**src/rtl/etc_pkg.sv**
```systemverilog
// Purpose: Shared constants and types of the 8-bit timer clock/mode block
// Assumes: One peripheral clock; registers sit on the internal CPU bus
// Notes:   Offsets are the byte addresses seen by the CPU
package etc_pkg;
  // ************************************************************
  // Register map
  // ************************************************************
  typedef logic [15:0] etc_addr_t;
  typedef logic [7:0]  etc_byte_t;
  localparam etc_addr_t ADDR_CSEL_A = 16'hFF6A;
  localparam etc_addr_t ADDR_MODE_A = 16'hFF6B;
  localparam etc_addr_t ADDR_CSEL_B = 16'hFF8C;
  localparam etc_addr_t ADDR_MODE_B = 16'hFF43;
  localparam etc_addr_t ADDR_CSEL_C = 16'hFF5B;
  localparam etc_addr_t ADDR_MODE_C = 16'hFF5C;
  localparam etc_byte_t REG_RESET   = 8'h00;
  // ************************************************************
  // Field layout
  // ************************************************************
  localparam int unsigned BIT_RUN      = 7;
  localparam int unsigned BIT_PWM      = 6;
  localparam int unsigned BIT_PSET_HI  = 3;
  localparam int unsigned BIT_PSET_LO  = 2;
  localparam int unsigned BIT_INV      = 1;
  localparam int unsigned BIT_OE       = 0;
  localparam etc_byte_t   MASK_CSEL    = 8'h07;
  localparam etc_byte_t   MASK_MODE_AB = 8'hC3;
  localparam etc_byte_t   MASK_MODE_C  = 8'h80;
  // ************************************************************
  // Count clock selection
  // ************************************************************
  typedef enum logic [2:0] {
    CS_FALL  = 3'b000,
    CS_RISE  = 3'b001,
    CS_FULL  = 3'b010,
    CS_DIV2  = 3'b011,
    CS_DIVM  = 3'b100,
    CS_DIV64 = 3'b101,
    CS_DIV256 = 3'b110,
    CS_ALT   = 3'b111
  } etc_csel_t;
  localparam int unsigned PRE_W      = 13;
  localparam int unsigned LOG_DIV2   = 1;
  localparam int unsigned LOG_DIV4   = 2;
  localparam int unsigned LOG_DIV16  = 4;
  localparam int unsigned LOG_DIV64  = 6;
  localparam int unsigned LOG_DIV256 = 8;
  localparam int unsigned LOG_DIV4K  = 12;
  localparam int unsigned LOG_DIV8K  = 13;
endpackage

```
**src/rtl/etc_chan_if.sv**
```systemverilog
// Purpose: Control and status bundle between register block and a channel
// Assumes: Same clock on both sides
// Notes:   tick is a one-cycle count enable
interface etc_chan_if;
  logic       tick;
  logic       run;
  logic       pwm;
  logic       inv;
  logic       oe;
  logic       pset_hi;
  logic       pset_lo;
  logic [7:0] cmp;
  logic [7:0] cnt;
  logic       match;
  logic       wave;
  // Register block side
  modport ctrl (output tick, run, pwm, inv, oe, pset_hi, pset_lo, cmp,
                input cnt, match, wave);
  // Counter channel side
  modport chan (input tick, run, pwm, inv, oe, pset_hi, pset_lo, cmp,
                output cnt, match, wave);
endinterface

```
**src/rtl/etc_timer_top.sv**
```systemverilog
// Purpose: Count clock select and mode control of three 8-bit timers
// Assumes: CPU writes bytes or single bits at the documented addresses
// Notes:   Third timer counts only; it has no wave output
import etc_pkg::*;

// How it works
// RULE1 - Timer B select: pin falling/rising, fclk, /2,/16,/64,/256, aux H1 output.
// RULE2 - Timer C select: gated input edges, same dividers, 111 gives fclk/4096.
// RULE3 - Software writes zero to clock select bits 3 to 7.
// RULE4 - Software stops a timer before changing its clock select.
// RULE5 - Run bit low clears and holds counter; high lets it count.
// RULE6 - Mode bit 6: 0 clear-and-start on match, 1 free-running PWM.
// RULE7 - Preset bits: 00 no change, 01 clear flip-flop, 10 set it.
// RULE8 - Bit 1 enables toggle on match, or picks PWM active level.
// RULE9 - Output enable low forces timer output low.
// RULE10 - Preset bits of modes A and B are write-only, read zero.
// RULE11 - Preset bits act only outside PWM mode.
// RULE12 - Software programs mode bits, enable, preset, run in four writes.
// RULE13 - Software leaves other mode bits alone while running.
// RULE14 - In PWM, clearing run drives output to inactive level.
// RULE15 - Mode, preset, level and enable reach the output immediately.
// RULE16 - Pin level also depends on port direction and latch.
// RULE17 - Timer C mode register holds only run bit 7.
// RULE18 - Mode, preset, level and output exist only on timers A and B.
// RULE19 - Reset clears every mode control register.
// RULE20 - Registers accept single-bit and whole-byte writes.
// RULE21 - Counter rises per count clock; clears on reset, stop, match.
// RULE22 - Match raises request outside PWM; in PWM ends active phase.
// RULE23 - Pin and timer clock sources synchronised and edge detected first.
module etc_timer_top #(
  parameter int unsigned DIV_SLOW_A_LOG2 = LOG_DIV8K
) (
  // Clock, reset, freeze
  input  wire logic              CLK_SYS_I,
  input  wire logic              RST_N_I,
  input  wire logic              CE_I,
  // CPU register access
  input  wire etc_pkg::etc_addr_t REG_ADDR_I,
  input  wire etc_pkg::etc_byte_t REG_WDATA_I,
  input  wire logic              REG_WR_I,
  input  wire logic              REG_BIT_WR_I,
  input  wire logic [2:0]        REG_BIT_SEL_I,
  input  wire logic              REG_BIT_VAL_I,
  input  wire logic              REG_RD_I,
  output etc_pkg::etc_byte_t     REG_RDATA_O,
  // Count sources
  input  wire logic              EVENT_INPUT_A_I,
  input  wire logic              EVENT_INPUT_B_I,
  input  wire logic              EVENT_INPUT_C_I,
  input  wire logic              AUX_H1_OUT_I,
  input  wire logic              AUX_H2_OUT_I,
  input  wire logic              GATED_INPUT_SELECT_I,
  // Compare values
  input  wire etc_pkg::etc_byte_t COMPARE_VALUE_A_I,
  input  wire etc_pkg::etc_byte_t COMPARE_VALUE_B_I,
  input  wire etc_pkg::etc_byte_t COMPARE_VALUE_C_I,
  // Count values and match requests
  output etc_pkg::etc_byte_t     COUNT_VALUE_A_O,
  output etc_pkg::etc_byte_t     COUNT_VALUE_B_O,
  output etc_pkg::etc_byte_t     COUNT_VALUE_C_O,
  output logic                   MATCH_INTERRUPT_A_O,
  output logic                   MATCH_INTERRUPT_B_O,
  output logic                   MATCH_INTERRUPT_C_O,
  // Shared port pins
  input  wire logic              PORT_DIR_A_I,
  input  wire logic              PORT_LATCH_A_I,
  input  wire logic              PORT_DIR_B_I,
  input  wire logic              PORT_LATCH_B_I,
  output logic                   WAVE_OUTPUT_PIN_A_O,
  output logic                   WAVE_OUTPUT_PIN_A_OE_N_O,
  output logic                   WAVE_OUTPUT_PIN_B_O,
  output logic                   WAVE_OUTPUT_PIN_B_OE_N_O
);
  import etc_pkg::*;
  // ************************************************************
  // State
  // ************************************************************
  typedef struct packed {
    logic [2:0]       ev_s1;
    logic [2:0]       ev_s2;
    logic [1:0]       aux_s1;
    logic [1:0]       aux_s2;
    logic [2:0]       ev_prev;
    logic             h1_prev;
    logic [PRE_W-1:0] pre;
    etc_byte_t        csel_a;
    etc_byte_t        csel_b;
    etc_byte_t        csel_c;
    etc_byte_t        mode_a;
    etc_byte_t        mode_b;
    etc_byte_t        mode_c;
    logic [1:0]       pset_hi;
    logic [1:0]       pset_lo;
    etc_byte_t        rdata;
    logic [1:0]       pin;
    logic [1:0]       pin_oe_n;
  } etc_top_st_t;
  etc_top_st_t s_ff;
  etc_top_st_t nxt_s;
  etc_byte_t   cur;
  etc_byte_t   wval;
  logic        wr;
  logic        gated_c;
  logic [2:0]  fall;
  logic [2:0]  rise;
  logic        h1_rise;
  etc_chan_if  a_if ();
  etc_chan_if  b_if ();
  etc_chan_if  c_if ();
  // ************************************************************
  // Helpers
  // ************************************************************
  // Prescaler tap: one pulse every 2**k enabled cycles
  function automatic logic ptick(input logic [PRE_W-1:0] p, input int unsigned k);
    logic [PRE_W-1:0] m;
    m = PRE_W'((1 << k) - 1);
    return (p & m) == m;
  endfunction
  // Merge a byte or single-bit write into the visible value
  function automatic etc_byte_t merge(input etc_byte_t old, input logic bitw,
                                      input logic [2:0] sel, input logic v,
                                      input etc_byte_t d);
    etc_byte_t r;
    r = old;
    if (bitw)
      r[sel] = v;
    else
      r = d;
    return r;
  endfunction
  // Count enable from a clock select code
  function automatic logic pick(input logic [2:0] sel, input logic f, input logic r,
                                input logic [PRE_W-1:0] p, input logic [2:0] mid,
                                input logic alt);
    logic t;
    case (etc_csel_t'(sel))
      CS_FALL:   t = f;
      CS_RISE:   t = r;
      CS_FULL:   t = 1'b1;
      CS_DIV2:   t = ptick(p, LOG_DIV2);
      CS_DIVM:   t = ptick(p, 32'(mid));
      CS_DIV64:  t = ptick(p, LOG_DIV64);
      CS_DIV256: t = ptick(p, LOG_DIV256);
      CS_ALT:    t = alt;
      default:   t = 1'b0;
    endcase
    return t;
  endfunction
  // ************************************************************
  // Edge detection on synchronised sources
  // ************************************************************
  // Gate is applied after the second stage so the first stays private
  always_comb
  begin
    gated_c = s_ff.ev_s2[2] & (GATED_INPUT_SELECT_I ? s_ff.aux_s2[1] : 1'b1);
    fall    = s_ff.ev_prev & ~{gated_c, s_ff.ev_s2[1:0]}; // RULE23
    rise    = ~s_ff.ev_prev & {gated_c, s_ff.ev_s2[1:0]}; // RULE23
    h1_rise = s_ff.aux_s2[0] & ~s_ff.h1_prev; // RULE23
  end
  // ************************************************************
  // Register read view and write decode
  // ************************************************************
  // Preset bits are never stored, so they read back zero
  always_comb
  begin
    case (REG_ADDR_I)
      ADDR_CSEL_A: cur = s_ff.csel_a;
      ADDR_CSEL_B: cur = s_ff.csel_b;
      ADDR_CSEL_C: cur = s_ff.csel_c;
      ADDR_MODE_A: cur = s_ff.mode_a; // RULE10
      ADDR_MODE_B: cur = s_ff.mode_b; // RULE10
      ADDR_MODE_C: cur = s_ff.mode_c;
      default:     cur = 8'h00;
    endcase
    wr   = REG_WR_I | REG_BIT_WR_I;
    wval = merge(cur, REG_BIT_WR_I, REG_BIT_SEL_I, REG_BIT_VAL_I, REG_WDATA_I); // RULE20
  end
  // ************************************************************
  // Next state
  // ************************************************************
  always_comb
  begin
    nxt_s = s_ff;
    // Two stages on every event and aux input level
    nxt_s.ev_s1  = {EVENT_INPUT_C_I, EVENT_INPUT_B_I, EVENT_INPUT_A_I}; // RULE23
    nxt_s.ev_s2  = s_ff.ev_s1;
    nxt_s.aux_s1 = {AUX_H2_OUT_I, AUX_H1_OUT_I}; // RULE23
    nxt_s.aux_s2 = s_ff.aux_s1;
    nxt_s.ev_prev = {gated_c, s_ff.ev_s2[1:0]};
    nxt_s.h1_prev = s_ff.aux_s2[0];
    // Free prescaler shared by all three timers
    nxt_s.pre = s_ff.pre + PRE_W'(1);
    nxt_s.pset_hi = 2'b00;
    nxt_s.pset_lo = 2'b00;
    if (wr)
    begin
      case (REG_ADDR_I)
        ADDR_CSEL_A: nxt_s.csel_a = wval & MASK_CSEL;
        ADDR_CSEL_B: nxt_s.csel_b = wval & MASK_CSEL;
        ADDR_CSEL_C: nxt_s.csel_c = wval & MASK_CSEL;
        ADDR_MODE_A:
        begin
          nxt_s.mode_a = wval & MASK_MODE_AB;
          nxt_s.pset_hi[0] = wval[BIT_PSET_HI] & ~wval[BIT_PSET_LO]; // RULE7
          nxt_s.pset_lo[0] = wval[BIT_PSET_LO] & ~wval[BIT_PSET_HI]; // RULE7
        end
        ADDR_MODE_B:
        begin
          nxt_s.mode_b = wval & MASK_MODE_AB;
          nxt_s.pset_hi[1] = wval[BIT_PSET_HI] & ~wval[BIT_PSET_LO]; // RULE7
          nxt_s.pset_lo[1] = wval[BIT_PSET_LO] & ~wval[BIT_PSET_HI]; // RULE7
        end
        ADDR_MODE_C: nxt_s.mode_c = wval & MASK_MODE_C; // RULE17
        default: ;
      endcase
    end
    if (REG_RD_I)
      nxt_s.rdata = cur;
    // Pin: timer output ORed with port latch, driven only in output mode
    nxt_s.pin      = {PORT_LATCH_B_I | b_if.wave, PORT_LATCH_A_I | a_if.wave}; // RULE16
    nxt_s.pin_oe_n = {PORT_DIR_B_I, PORT_DIR_A_I}; // RULE16
  end
  // Freeze everything while the clock enable is low
  always_ff @(posedge CLK_SYS_I or negedge RST_N_I)
  begin
    if (!RST_N_I)
      s_ff <= '0; // RULE19
    else if (CE_I)
      s_ff <= nxt_s;
  end
  // ************************************************************
  // Channel control
  // ************************************************************
  assign a_if.tick    = pick(s_ff.csel_a[2:0], fall[0], rise[0], s_ff.pre, 3'(LOG_DIV4),
                             ptick(s_ff.pre, DIV_SLOW_A_LOG2));
  assign a_if.run     = s_ff.mode_a[BIT_RUN]; // RULE5
  assign a_if.pwm     = s_ff.mode_a[BIT_PWM]; // RULE6
  assign a_if.inv     = s_ff.mode_a[BIT_INV]; // RULE8
  assign a_if.oe      = s_ff.mode_a[BIT_OE]; // RULE9
  assign a_if.pset_hi = s_ff.pset_hi[0];
  assign a_if.pset_lo = s_ff.pset_lo[0];
  assign a_if.cmp     = COMPARE_VALUE_A_I;
  assign b_if.tick    = pick(s_ff.csel_b[2:0], fall[1], rise[1], s_ff.pre, 3'(LOG_DIV16),
                             h1_rise); // RULE1
  assign b_if.run     = s_ff.mode_b[BIT_RUN]; // RULE5
  assign b_if.pwm     = s_ff.mode_b[BIT_PWM]; // RULE6
  assign b_if.inv     = s_ff.mode_b[BIT_INV]; // RULE8
  assign b_if.oe      = s_ff.mode_b[BIT_OE]; // RULE9
  assign b_if.pset_hi = s_ff.pset_hi[1];
  assign b_if.pset_lo = s_ff.pset_lo[1];
  assign b_if.cmp     = COMPARE_VALUE_B_I;
  assign c_if.tick    = pick(s_ff.csel_c[2:0], fall[2], rise[2], s_ff.pre, 3'(LOG_DIV16),
                             ptick(s_ff.pre, LOG_DIV4K)); // RULE2
  assign c_if.run     = s_ff.mode_c[BIT_RUN]; // RULE5 RULE17
  // Counting only on the third timer
  assign c_if.pwm     = 1'b0; // RULE18
  assign c_if.inv     = 1'b0; // RULE18
  assign c_if.oe      = 1'b0; // RULE18
  assign c_if.pset_hi = 1'b0;
  assign c_if.pset_lo = 1'b0;
  assign c_if.cmp     = COMPARE_VALUE_C_I;
  // ************************************************************
  // Channels
  // ************************************************************
  etc_chan #(.HAS_OUT(1'b1)) u_chan_a (
    .clk_i   (CLK_SYS_I),
    .rst_n_i (RST_N_I),
    .ce_i    (CE_I),
    .ch      (a_if.chan)
  );
  etc_chan #(.HAS_OUT(1'b1)) u_chan_b (
    .clk_i   (CLK_SYS_I),
    .rst_n_i (RST_N_I),
    .ce_i    (CE_I),
    .ch      (b_if.chan)
  );
  etc_chan #(.HAS_OUT(1'b0)) u_chan_c (
    .clk_i   (CLK_SYS_I),
    .rst_n_i (RST_N_I),
    .ce_i    (CE_I),
    .ch      (c_if.chan)
  );
  // ************************************************************
  // Outputs
  // ************************************************************
  assign REG_RDATA_O              = s_ff.rdata;
  assign COUNT_VALUE_A_O          = a_if.cnt;
  assign COUNT_VALUE_B_O          = b_if.cnt;
  assign COUNT_VALUE_C_O          = c_if.cnt;
  assign MATCH_INTERRUPT_A_O      = a_if.match;
  assign MATCH_INTERRUPT_B_O      = b_if.match;
  assign MATCH_INTERRUPT_C_O      = c_if.match;
  assign WAVE_OUTPUT_PIN_A_O      = s_ff.pin[0];
  assign WAVE_OUTPUT_PIN_B_O      = s_ff.pin[1];
  assign WAVE_OUTPUT_PIN_A_OE_N_O = s_ff.pin_oe_n[0];
  assign WAVE_OUTPUT_PIN_B_OE_N_O = s_ff.pin_oe_n[1];
endmodule

```
**src/rtl/etc_chan.sv**
```systemverilog
// Purpose: One 8-bit counter with compare, output flip-flop and PWM
// Assumes: tick already synchronised and edge detected
// Notes:   HAS_OUT=0 gives a counting-only channel
module etc_chan #(
  parameter bit HAS_OUT = 1'b1
) (
  input wire logic clk_i,
  input wire logic rst_n_i,
  input wire logic ce_i,
  etc_chan_if.chan ch
);
  typedef struct packed {
    logic [7:0] cnt;
    logic       pwm_act;
    logic       out_ff;
    logic       match;
  } etc_chan_st_t;
  etc_chan_st_t s_ff;
  etc_chan_st_t nxt_s;
  // ************************************************************
  // Counting and output flip-flop
  // ************************************************************
  always_comb
  begin
    nxt_s = s_ff;
    nxt_s.match = 1'b0;
    if (!ch.run)
    begin
      nxt_s.cnt = 8'h00; // RULE5
      nxt_s.pwm_act = 1'b0; // RULE14
    end
    else if (ch.tick)
    begin
      if (!ch.pwm && s_ff.cnt == ch.cmp)
      begin
        nxt_s.cnt = 8'h00; // RULE21
        nxt_s.match = 1'b1; // RULE22
        if (ch.inv)
          nxt_s.out_ff = ~s_ff.out_ff; // RULE8
      end
      else
      begin
        nxt_s.cnt = s_ff.cnt + 8'h01; // RULE21
        // Match wins over wrap so CR=FF keeps the output at its inactive level
        if (ch.pwm && s_ff.cnt == ch.cmp)
          nxt_s.pwm_act = 1'b0; // RULE22
        else if (ch.pwm && s_ff.cnt == 8'hFF)
          nxt_s.pwm_act = 1'b1;
      end
    end
    // Preset beats toggle; ignored in PWM mode
    if (!ch.pwm && ch.pset_hi)
      nxt_s.out_ff = 1'b1; // RULE7 RULE11
    else if (!ch.pwm && ch.pset_lo)
      nxt_s.out_ff = 1'b0; // RULE7 RULE11
    if (!HAS_OUT)
      nxt_s.out_ff = 1'b0;
  end
  always_ff @(posedge clk_i or negedge rst_n_i)
  begin
    if (!rst_n_i)
      s_ff <= '0; // RULE19
    else if (ce_i)
      s_ff <= nxt_s;
  end
  // Output follows mode bits at once, running or not
  assign ch.wave  = HAS_OUT && ch.oe &&
                    (ch.pwm ? (s_ff.pwm_act ^ ch.inv) : s_ff.out_ff); // RULE9 RULE15 RULE8
  assign ch.cnt   = s_ff.cnt;
  assign ch.match = s_ff.match;
endmodule

```
**config.mk**
```make
export PLATFORM = sky130hd
export DESIGN_NAME = etc_timer_top
export DESIGN_NICKNAME = d
export VERILOG_FILES = /design/src/rtl/etc_pkg.sv /design/src/rtl/etc_chan_if.sv /design/src/rtl/etc_timer_top.sv /design/src/rtl/etc_chan.sv
export SDC_FILE = /design/constraint.sdc
export NUM_CORES = 1
export LEC_CHECK = 0
export ABC_AREA = 1
export BUFFER_PORTS_ARGS = -buffer_cell sky130_fd_sc_hd__buf_2
export CAP_MARGIN = 15
export CELL_PAD_IN_SITES_DETAIL_PLACEMENT = 1
export CELL_PAD_IN_SITES_GLOBAL_PLACEMENT = 2
export CORE_ASPECT_RATIO = 1.4
export CORE_UTILIZATION = 28
export DETAILED_ROUTE_END_ITERATION = 8
export PLACE_DENSITY_LB_ADDON = 0.08
export RECOVER_POWER = 50
export SETUP_SLACK_MARGIN = 0.3
export SYNTH_ARGS = -nofsm -noshare
export SYNTH_HDL_FRONTEND = slang
export SYNTH_SLANG_ARGS = --single-unit
```
**constraint.sdc**
```tcl
create_clock -name CLK_SYS_I -period 1.75 [get_ports CLK_SYS_I]
set_input_delay 0.35 -clock CLK_SYS_I [delete_from_list [all_inputs] [get_ports CLK_SYS_I]]
set_output_delay 0.35 -clock CLK_SYS_I [all_outputs]
set_load 0.005 [all_outputs]
```
-- Word level (Yosys, flattened, before mapping)
Index checks and enable logic that the tools add are counted.
- bits in registers: 92
- input port bits: 68
- output and inout port bits: 39
- word-level logic and storage cells: 180
- add/sub/neg operators: 4
- magnitude comparators: 2
- equality and inequality tests: 45
- multiplexer cells: 43
- bitwise logic cells: 18
- reduce and logical (&&, ||, !) cells: 40
- operators with widths (cell ; number):
    equality test 16 bit, second input constant ; 6
    one-hot mux 8 bit (6 select lines) ; 1
    equality test 3 bit, second input constant ; 12
    two-way mux 11 bit ; 3
    two-way mux 8 bit ; 4
    two-way mux 9 bit ; 3
    adder 8 x 1 -> 8 bit, second input constant ; 3
    equality test 8 bit ; 3
    equality test 8 bit, second input constant ; 3
    one-hot mux 1 bit (8 select lines) ; 3
    nonzero test 3 bit ; 8
    two-way mux 1 bit ; 22
    equality test 3 x 2 -> 1 bit, second input constant ; 6
    AND reduction 3 bit ; 6
    adder 13 x 1 -> 13 bit, second input constant ; 1
    equality test 13 bit, second input constant ; 1
    logical AND 1 bit ; 13
    equality test 12 bit, second input constant ; 1
    AND reduction 5 bit ; 2
    equality test 3 x 1 -> 1 bit, second input constant ; 3
    zero test 3 bit ; 3
    bitwise mux 8 bit ; 1
    two-way mux 2 bit ; 4
    AND reduction 2 bit ; 4
    18 further kinds ; 36

-- Depth between registers and ports, before layout
Gate-level depths: netlist of the first run.
- depth in word-level cells: 10
- mapped depth: 14
- depth with buffers taken out: 14

-- Modules after synthesis
From an unflattened synthesis of the first run, not the netlist that was laid out.
- cells, all modules: 802
- area, all modules: 5652.9 um^2
- modules (own cells, without submodules) (module ; times used ; cells an instance ; area each (um^2) ; seq. area each (um^2)):
    etc_timer_top ; 1 ; 424 ; 3153.0 ; 1451.4
    etc_chan (u_chan_a ...) ; 2 ; 137 ; 898.4 ; 275.3
    etc_chan (u_chan_c) ; 1 ; 104 ; 703.2 ; 225.2

-- Worst setup path before layout of the first run
No wires, ideal clock.
- kind: reg2reg
- start point: register s_ff[64] in the netlist's numbering
- end point: register u_chan_b.s_ff, in the netlist u_chan_b.ch.cnt[5]
- setup time: 0.120 ns
- arrival time: 1.545 ns
- required time: 1.630 ns
- path slack: 0.086 ns
- stages on the path, launching flop included: 11
- path buffers: 1
- period minus slack after synthesis: 1.664 ns
- path through: dfrtp_1 -> ha_1 -> nand3_2 -> nor2_2 -> nand2_1 -> nand4_1 -> nand2_2 -> a21oi_4 -> buf_6 -> nand3_2 -> and3_1
- word-level cells in the longest chain between the ends: 4
- elaborated cells on any way between the ends: 6
- classes of those cells: eq/ne (4); mux (1); reduce/logical (1)
- RTL lines (what ; RTL line ; RTL):
    start, declared ; etc_timer_top.sv:98 ; etc_top_st_t s_ff;
    start signal, assigned ; etc_timer_top.sv:229 ; s_ff <= nxt_s;
    equality test 8 bit, or another cell as far along ; etc_timer_top.sv:117 ; return (p & m) == m;
    one-hot mux 1 bit (8 select lines) (*) ; etc_timer_top.sv:136 ; case (etc_csel_t'(sel))
    != test 2 x 1 -> 1 bit (no source line) (*) ; -- ;
    AND reduction 2 bit (no source line) (*) ; -- ;
    end signal, assigned ; etc_chan.sv:64 ; s_ff <= nxt_s;
    end, declared ; etc_chan.sv:18 ; etc_chan_st_t s_ff;
Every way passes the cells marked *; elsewhere a longest branch is shown, timed or not.
A chain may end at the register's enable or synchronous reset.

-- Worst setup path after layout of the first run
Ends and elaborated chain as after synthesis.

==> summary.md, run 1 <==
| Metric | Value |
|---|---|
| Status | complete, but fails checks |
| Failing checks | negative setup slack |
| Worst Skew | 0.0111 ns |
| Clock sinks | 89 |
| Worst R2R Setup Slack | -0.05 ns |
| Crit path from | s_ff[64]$_DFFE_PN0P_ |
| Die area | 19900 um^2 |
| CP endpoint kind | flop |
| Drt first pass iters | 4 |
| DRT iter0 DRCs | 139 |
| Worst setup SP type | flop |
| Initial cell density of the core | 28.8% |
| Initial antenna violation count | 0 |
| Die W | 119 um |
| Grt total ovfl | 0 |
| Fillcell total | 2309 |
| Worst Hold Margin | 0.196 ns |
| Port Buffer Count | 101 |
| Vias after detailed routing | 5503 |
| Root Driver | clkbuf_16 |
| Ys async rst share | 100% |
| Worst Path Arrival | 2.05 ns |
| Final WL | 18.3 mm |
| Number of global-route vias before repair | 5993 |
| Slew HR | 38.0% |
| Final period util | 103% |
| First-pass GRT wire length | 29.6 mm |
| Max_cap viols | 0 |
| Routed len/inst | 15.6 um |
| CTS tree | yes |
| CP max FO | 5 |
| Share of post-route cells with drive strength above 1 | 40.8% |
| RSZ-0062 raised after global routing | true |
| Multi-input logic area | 3190 um^2 |
| Synth cell types | 42 |
| Num CTS Buffers | 9 |
| Top FF cell, synth | dfrtp_1 |
| Worst-Skew Late Latency | 0.36 ns |
| GP Congestion | 0.805 |
| R2R Path End | u_chan_b.ch.cnt[5]$_DFFE_PN0P_ |
| Final #Nets | 996 |
| Setup WS post-layout | -0.0505 ns |
| Fmax | 555 MHz |
| Crit path capture | u_chan_b.ch.cnt[5]$_DFFE_PN0P_ |
| Reg clk slew, reported paths | 0.07 ns |
| Final setup fails | 6 |
| Synthesis-to-finish area growth | 44.7% |
| FF-to-FF Start | s_ff[64]$_DFFE_PN0P_ |
| Reg2Reg Depth | 10 |
| Detail Placement HPWL | 13.6 mm |
| Post-Syn Area | 5410 um^2 |
| FF+latch area | 2230 um^2 |
| Sequential fraction of the synthesis area | 41.2% |
| Flops & latches, synth | 89 |
| GR Util All Layers | 18.9% |
| Crit path time final | 1.80 ns |
| Worst hold path class | input port to flop |
| Worst Max-Slew Pin Slew | 0.930 ns |
| Pin count of the biggest net entering global routing | 29 |
| Peak supply drop | 0.604 mV |
| Leakage power | 3.85 nW |
| Pins Over Slew Limit | 0 |
| Syn avg cell area | 7.33 um^2 |
| Hold Fails Final Rpt | 0 |
| Clock tree buffer depth | 2 |
| Core Util, Final | 41.7% |
| Post-synth EDFFs | 0 |
| Worst path required time | 2.00 ns |
| Die Ht | 166 um |
| Power Density | 921 nW/um^2 |
| Antenna cells | 0 |
| H-tree depth | 3 |
| Vias per cell | 4.69 |
| Post-Syn Instances | 737 |
| Number of remaining DRC errors | 0 |
| Core area | 18800 um^2 |
| Cell row count | 59 |
| Hold depth | 3 |
| Synth warnings | 0 |
| Antenna-violating nets left | 0 |
| Critical path type | flop to flop |
| Top-level I/O count | 107 |
==> routing by layer <==
| layer | track usage (%) | wire length (um) | part of all wire, % |
|---|---|---|---|
| met1 | 19.9 | 7100 | 39 |
| met2 | 37.3 | 10300 | 56 |
| met3 | 3.16 | 484 | 2.6 |
| met4 | 5.98 | 422 | 2.3 |
| met5 | 0 | 0 | 0 |
==> sequential cells by signal (all words and copies together), names as in the netlist, 2 cells and up <==
register	cells
REG_RDATA_O	5
s_ff	28
u_chan_c.ch.cnt	8
nxt_s	8
u_chan_a.s_ff	2
u_chan_b.ch.cnt	8
u_chan_a.ch.cnt	8
u_chan_b.s_ff	2
==> critical path, stage by stage (launching register included) <==
cell and delay (ns):
dfrtp_1 0.40, ha_4 0.19, nand3_4 0.11, nor2_4 0.12, nand2_1 0.06, nand4_1 0.11
nand2_4 0.11, a21oi_4 0.25, buf_6 0.14, nand3_2 0.05, and3_4 0.16
==> power breakdown <==
part	leakage, nW	internal, mW	switching, mW
registers	1.13	2.33	0.278
clock network	0.141	1.12	0.878
logic	2.58	1.30	1.31
==> cells in the final DEF, fill, tap and decap left out, drive strengths merged, types with 3 or more instances in the layout <==
| cell type | count |
|---|---|
| a21oi | 12 |
| a31oi | 3 |
| buf | 205 |
| clkbuf | 13 |
| clkinv | 3 |
| conb | 3 |
| dfrtp | 89 |
| ha | 4 |
| inv | 88 |
| nand2 | 238 |
| nand3 | 52 |
| nand3b | 4 |
| nand4 | 18 |
| nor2 | 68 |
| nor3 | 13 |
| o211ai | 3 |
| o21ai | 49 |
| o22ai | 4 |
| or2 | 5 |
| xnor2 | 21 |
| xor2 | 19 |
==> area by class of cell <==
cell class | count | share of cell area [%]
inverter | 88 | 4.35
timing repair buffer | 207 | 18.7
clock buffer | 12 | 3.02
multi-input combinational | 529 | 40.8
clock inverter | 4 | 0.672
tap | 244 | 3.90
sequential | 89 | 28.6
==> how the worst min path moves through the flow <==
stage	startpoint	endpoint	slack (ns)
after floorplan	RST_N_I	REG_RDATA_O[0]$_DFFE_PN0P_	0.05
after global placement	RST_N_I	u_chan_a.ch.cnt[3]$_DFFE_PN0P_	0.33
after detailed placement	RST_N_I	u_chan_a.ch.cnt[1]$_DFFE_PN0P_	0.34
after CTS	AUX_H2_OUT_I	nxt_s[82]$_DFFE_PN0P_	0.19
after global routing	PORT_DIR_B_I	WAVE_OUTPUT_PIN_B_OE_N_O$_DFFE_PN0P_	0.21
final	PORT_DIR_B_I	WAVE_OUTPUT_PIN_B_OE_N_O$_DFFE_PN0P_	0.20
==> kinds of logic after synthesis <==
group	count (synthesis)	synth area share, %
compound gates	78	8.43
fa+ha+maj	4	0.926
simple gates	404	32.5
other cells	1	0.0694
buf+inv	121	10.4
flops	89	41.2
xor+xnor	40	6.48
==> cell usage after synthesis, types with 3 or more instances <==
master / n / share of area [%]
nand2_1: 231 / 16
a31oi_1: 3 / 0.35
or2_2: 5 / 0.58
nand2_2: 6 / 0.69
xor2_1: 19 / 3.1
ha_1: 4 / 0.93
nor2_1: 63 / 4.4
dfrtp_1: 89 / 41
nor3_1: 11 / 1.0
clkbuf_1: 4 / 0.28
xnor2_1: 21 / 3.4
nand3_1: 49 / 4.5
inv_1: 85 / 5.9
nor2_2: 3 / 0.35
nand3_2: 3 / 0.56
nand4_1: 18 / 2.1
buf_4: 24 / 3.3
o21ai_0: 46 / 4.3
a21oi_1: 10 / 0.93
o211ai_1: 3 / 0.42
o22ai_1: 4 / 0.46
nand3b_1: 4 / 0.56
==> metrics by stage <==
stage | TNS [ns] | total power, mW | worst slack, ns | instance area [um^2] | cells
global placement | -2.18 | 4.44 | -0.143 | 6500 | 1114
detailed placement | -3.08 | 4.52 | -0.166 | 6500 | 1114
finish | -0.152 | 7.21 | -0.0505 | 7820 | 1173
floorplan | 0 | 3.77 | 0.0879 | 5420 | 739
CTS | -0.394 | 6.79 | -0.0645 | 7080 | 1147
global route | -2.57 | 7.67 | -0.178 | 7820 | 1173
==> timing repair <==
action | 4_1_cts | 5_1_grt
hold buffers | 1 | 0
pin swaps | 28 | 69
endpoints found under the hold margin | 25 | 0
cloned | 0 | 1
buffers inserted | 16 | 25
setup endpoints to repair | 56 | 61
resized for setup | 47 | 179
No activity file was read; power rests on OpenSTA's default activity.
==> inputs of run 2 (changes only) <==
--- a/config.mk
+++ b/config.mk
@@ -10,7 +10,7 @@
 export CAP_MARGIN = 15
 export CELL_PAD_IN_SITES_DETAIL_PLACEMENT = 1
 export CELL_PAD_IN_SITES_GLOBAL_PLACEMENT = 2
-export CORE_ASPECT_RATIO = 1.4
+export CORE_ASPECT_RATIO = 0.8
 export CORE_UTILIZATION = 28
 export DETAILED_ROUTE_END_ITERATION = 8
 export PLACE_DENSITY_LB_ADDON = 0.08
==> run 2 against run 1 <==
The run still ends with negative setup slack left. Setup slack better by 0.010 ns. Die area hardly changed. Cell count is 1.1% lower. Power is 7.5% lower. Core utilization is 2.7 points lower. Largest cell class unchanged.
==> summary.md, run 2 (synthesis gave the netlist of run 1 again) <==
| Metric | Value |
|---|---|
| Root Driver | clkbuf_16 |
| Routed len/inst | 14.6 um |
| Failing checks | negative setup slack |
| Synthesis-to-finish area growth | 36.4% |
| Clock tree buffer depth | 2 |
| Initial cell density of the core | 28.6% |
| Clock sinks | 89 |
| Grt total ovfl | 0 |
| Placed cell areas | 6510 um^2 |
| Setup_tns | -0.0865 ns |
| Status | complete, but fails checks |
| Met1 GRT Util | 22.7% |
| Final WL | 16.9 mm |
| Final #Nets | 970 |
| Share of post-route cells with drive strength above 1 | 34.4% |
| Power Density | 904 nW/um^2 |
| Reg clk slew, reported paths | 0.06 ns |
| Core area | 18900 um^2 |
| Initial antenna violation count | 0 |
| Worst setup SP type | flop |
| Core Util, Final | 39.0% |
| Setup WS post-layout | -0.0403 ns |
| Multi-input logic area | 3020 um^2 |
| Detail Placement HPWL | 13.1 mm |
| Top-level I/O count | 107 |
| DRT iter0 DRCs | 150 |
| Commonest non-fill, non-tap cells in the layout | 193 x nand2_1, 92 x buf_2, 88 x dfrtp_1, 75 x inv_1, 62 x buf_4 |
| Worst-Skew Late Latency | 0.35 ns |
| Antenna cells | 0 |
| Vias per cell | 4.56 |
| CTS tree | yes |
| GR Util All Layers | 17.9% |
| FF+latch area | 2230 um^2 |
| Drt first pass iters | 4 |
| Worst path required time | 1.99 ns |
| Die Ht | 126 um |
| Number of global-route vias before repair | 5658 |
| Max reg flops | 28 |
| CP max FO | 4 |
| Number of remaining DRC errors | 0 |
| Worst Skew | 0.00458 ns |
| GRT met3 Usage | 2.96% |
| Antenna-violating nets left | 0 |
| Port Buffer Count | 101 |
| Slew HR | 41.5% |
| Cell row count | 45 |
| Worst hold path class | input port to flop |
| Max_cap viols | 0 |
| Gr busiest metal | met2 |
| Crit path time final | 1.79 ns |
| CP endpoint kind | flop |
| Pin count of the biggest net entering global routing | 37 |
| RSZ-0062 raised after global routing | true |
| Largest register by flop count | s_ff |
| First-pass GRT wire length | 27.8 mm |
| Worst R2R Setup Slack | -0.04 ns |
| GR Util met2 | 31.4% |
| Worst Max-Slew Pin Slew | 0.878 ns |
| Num CTS Buffers | 9 |
| Commonest non-fill, non-tap cell in the layout | nand2_1 |
| Vias after detailed routing | 5288 |
| Worst Path Arrival | 2.03 ns |
| Die area | 19900 um^2 |
| Final period util | 102% |
| Critical path type | flop to flop |
| GP Congestion | 0.769 |
| Fmax | 559 MHz |
| Leakage power | 3.67 nW |
| Peak supply drop | 0.400 mV |
| Pins Over Slew Limit | 0 |
| Hold Fails Final Rpt | 0 |
| Fillcell total | 2363 |
| Final setup fails | 5 |
| Final Cell Area | 7370 um^2 |
| H-tree depth | 3 |
| Die W | 157 um |
-- run 2: changes by cell type in the layout (fill, tap and decap cells not counted), sizes merged --
cell      previous run  this run
clkinvlp             0         2
clkbuf              13        14
clkinv               3         4
buf                205       176
inv                 88        87
bufinv               1         0
-- run 2: area by class of cell --
| type | count | share of cell area, % |
|---|---|---|
| multi-input cells | 529 | 41.0 |
| repair buffers | 181 | 16.3 |
| clock inverters | 5 | 0.458 |
| well taps | 258 | 4.38 |
| flip-flops and latches | 89 | 30.2 |
| inverters | 88 | 4.55 |
| clock buffers | 10 | 3.10 |
-- run 2: worst max-delay path, stage by stage (launching register included) --
cell	delay (ns)
dfrtp_1	0.39
ha_4	0.19
nand3_4	0.10
nor2_4	0.14
nand2_1	0.07
nand4_1	0.09
nand2_2	0.12
a21oi_4	0.23
buf_4	0.15
nand3_2	0.04
and3_1	0.15
-- run 2: where the power goes --
part           internal [mW]  switching [mW]
Combinational           1.08            1.21
Clock                  0.954           0.861
Sequential              2.33           0.234
Total                   4.36            2.31
-- run 2: path summary, 6_finish.rpt --
check                                startpoint                        endpoint  cells past startpoint
setup / recovery           s_ff[64]$_DFFE_PN0P_  u_chan_b.ch.cnt[5]$_DFFE_PN0P_                     10
hold / removal                     AUX_H1_OUT_I           nxt_s[81]$_DFFE_PN0P_                      3
setup reg to reg           s_ff[64]$_DFFE_PN0P_  u_chan_b.ch.cnt[5]$_DFFE_PN0P_                     10
hold reg to reg            s_ff[75]$_DFFE_PN0P_            s_ff[75]$_DFFE_PN0P_                      1
max in group asynchronous               RST_N_I  u_chan_b.ch.cnt[1]$_DFFE_PN0P_                      3
min in group asynchronous               RST_N_I  u_chan_b.ch.cnt[2]$_DFFE_PN0P_                      2
-- run 2: per-stage QoR --
stage | cells | worst slack (ns) | hold slack [ns] | total power [mW]
detailed placement | 1127 | -0.111 | 0.350 | 4.51
global placement | 1127 | -0.0809 | 0.347 | 4.44
global route | 1160 | -0.187 | 0.197 | 7.14
finish | 1160 | -0.0403 | 0.198 | 6.67
CTS | 1151 | 0.00500 | 0.183 | 6.59
floorplan | 739 | 0.0879 | 0.0544 | 3.77
-- run 2: repair_timing --
item	CTS	global route
gates resized for setup	43	107
endpoints found under the hold margin	26	0
pin swaps	11	65
endpoints found under the setup margin	45	59
hold buffers	1	0
buffers inserted	8	9
-- run 2: per-layer routing --
layer	part of all wire, %	routed length, um
met1	46	7840
met3	2.9	490
met4	1.1	194
met2	50	8390
met5	0	0
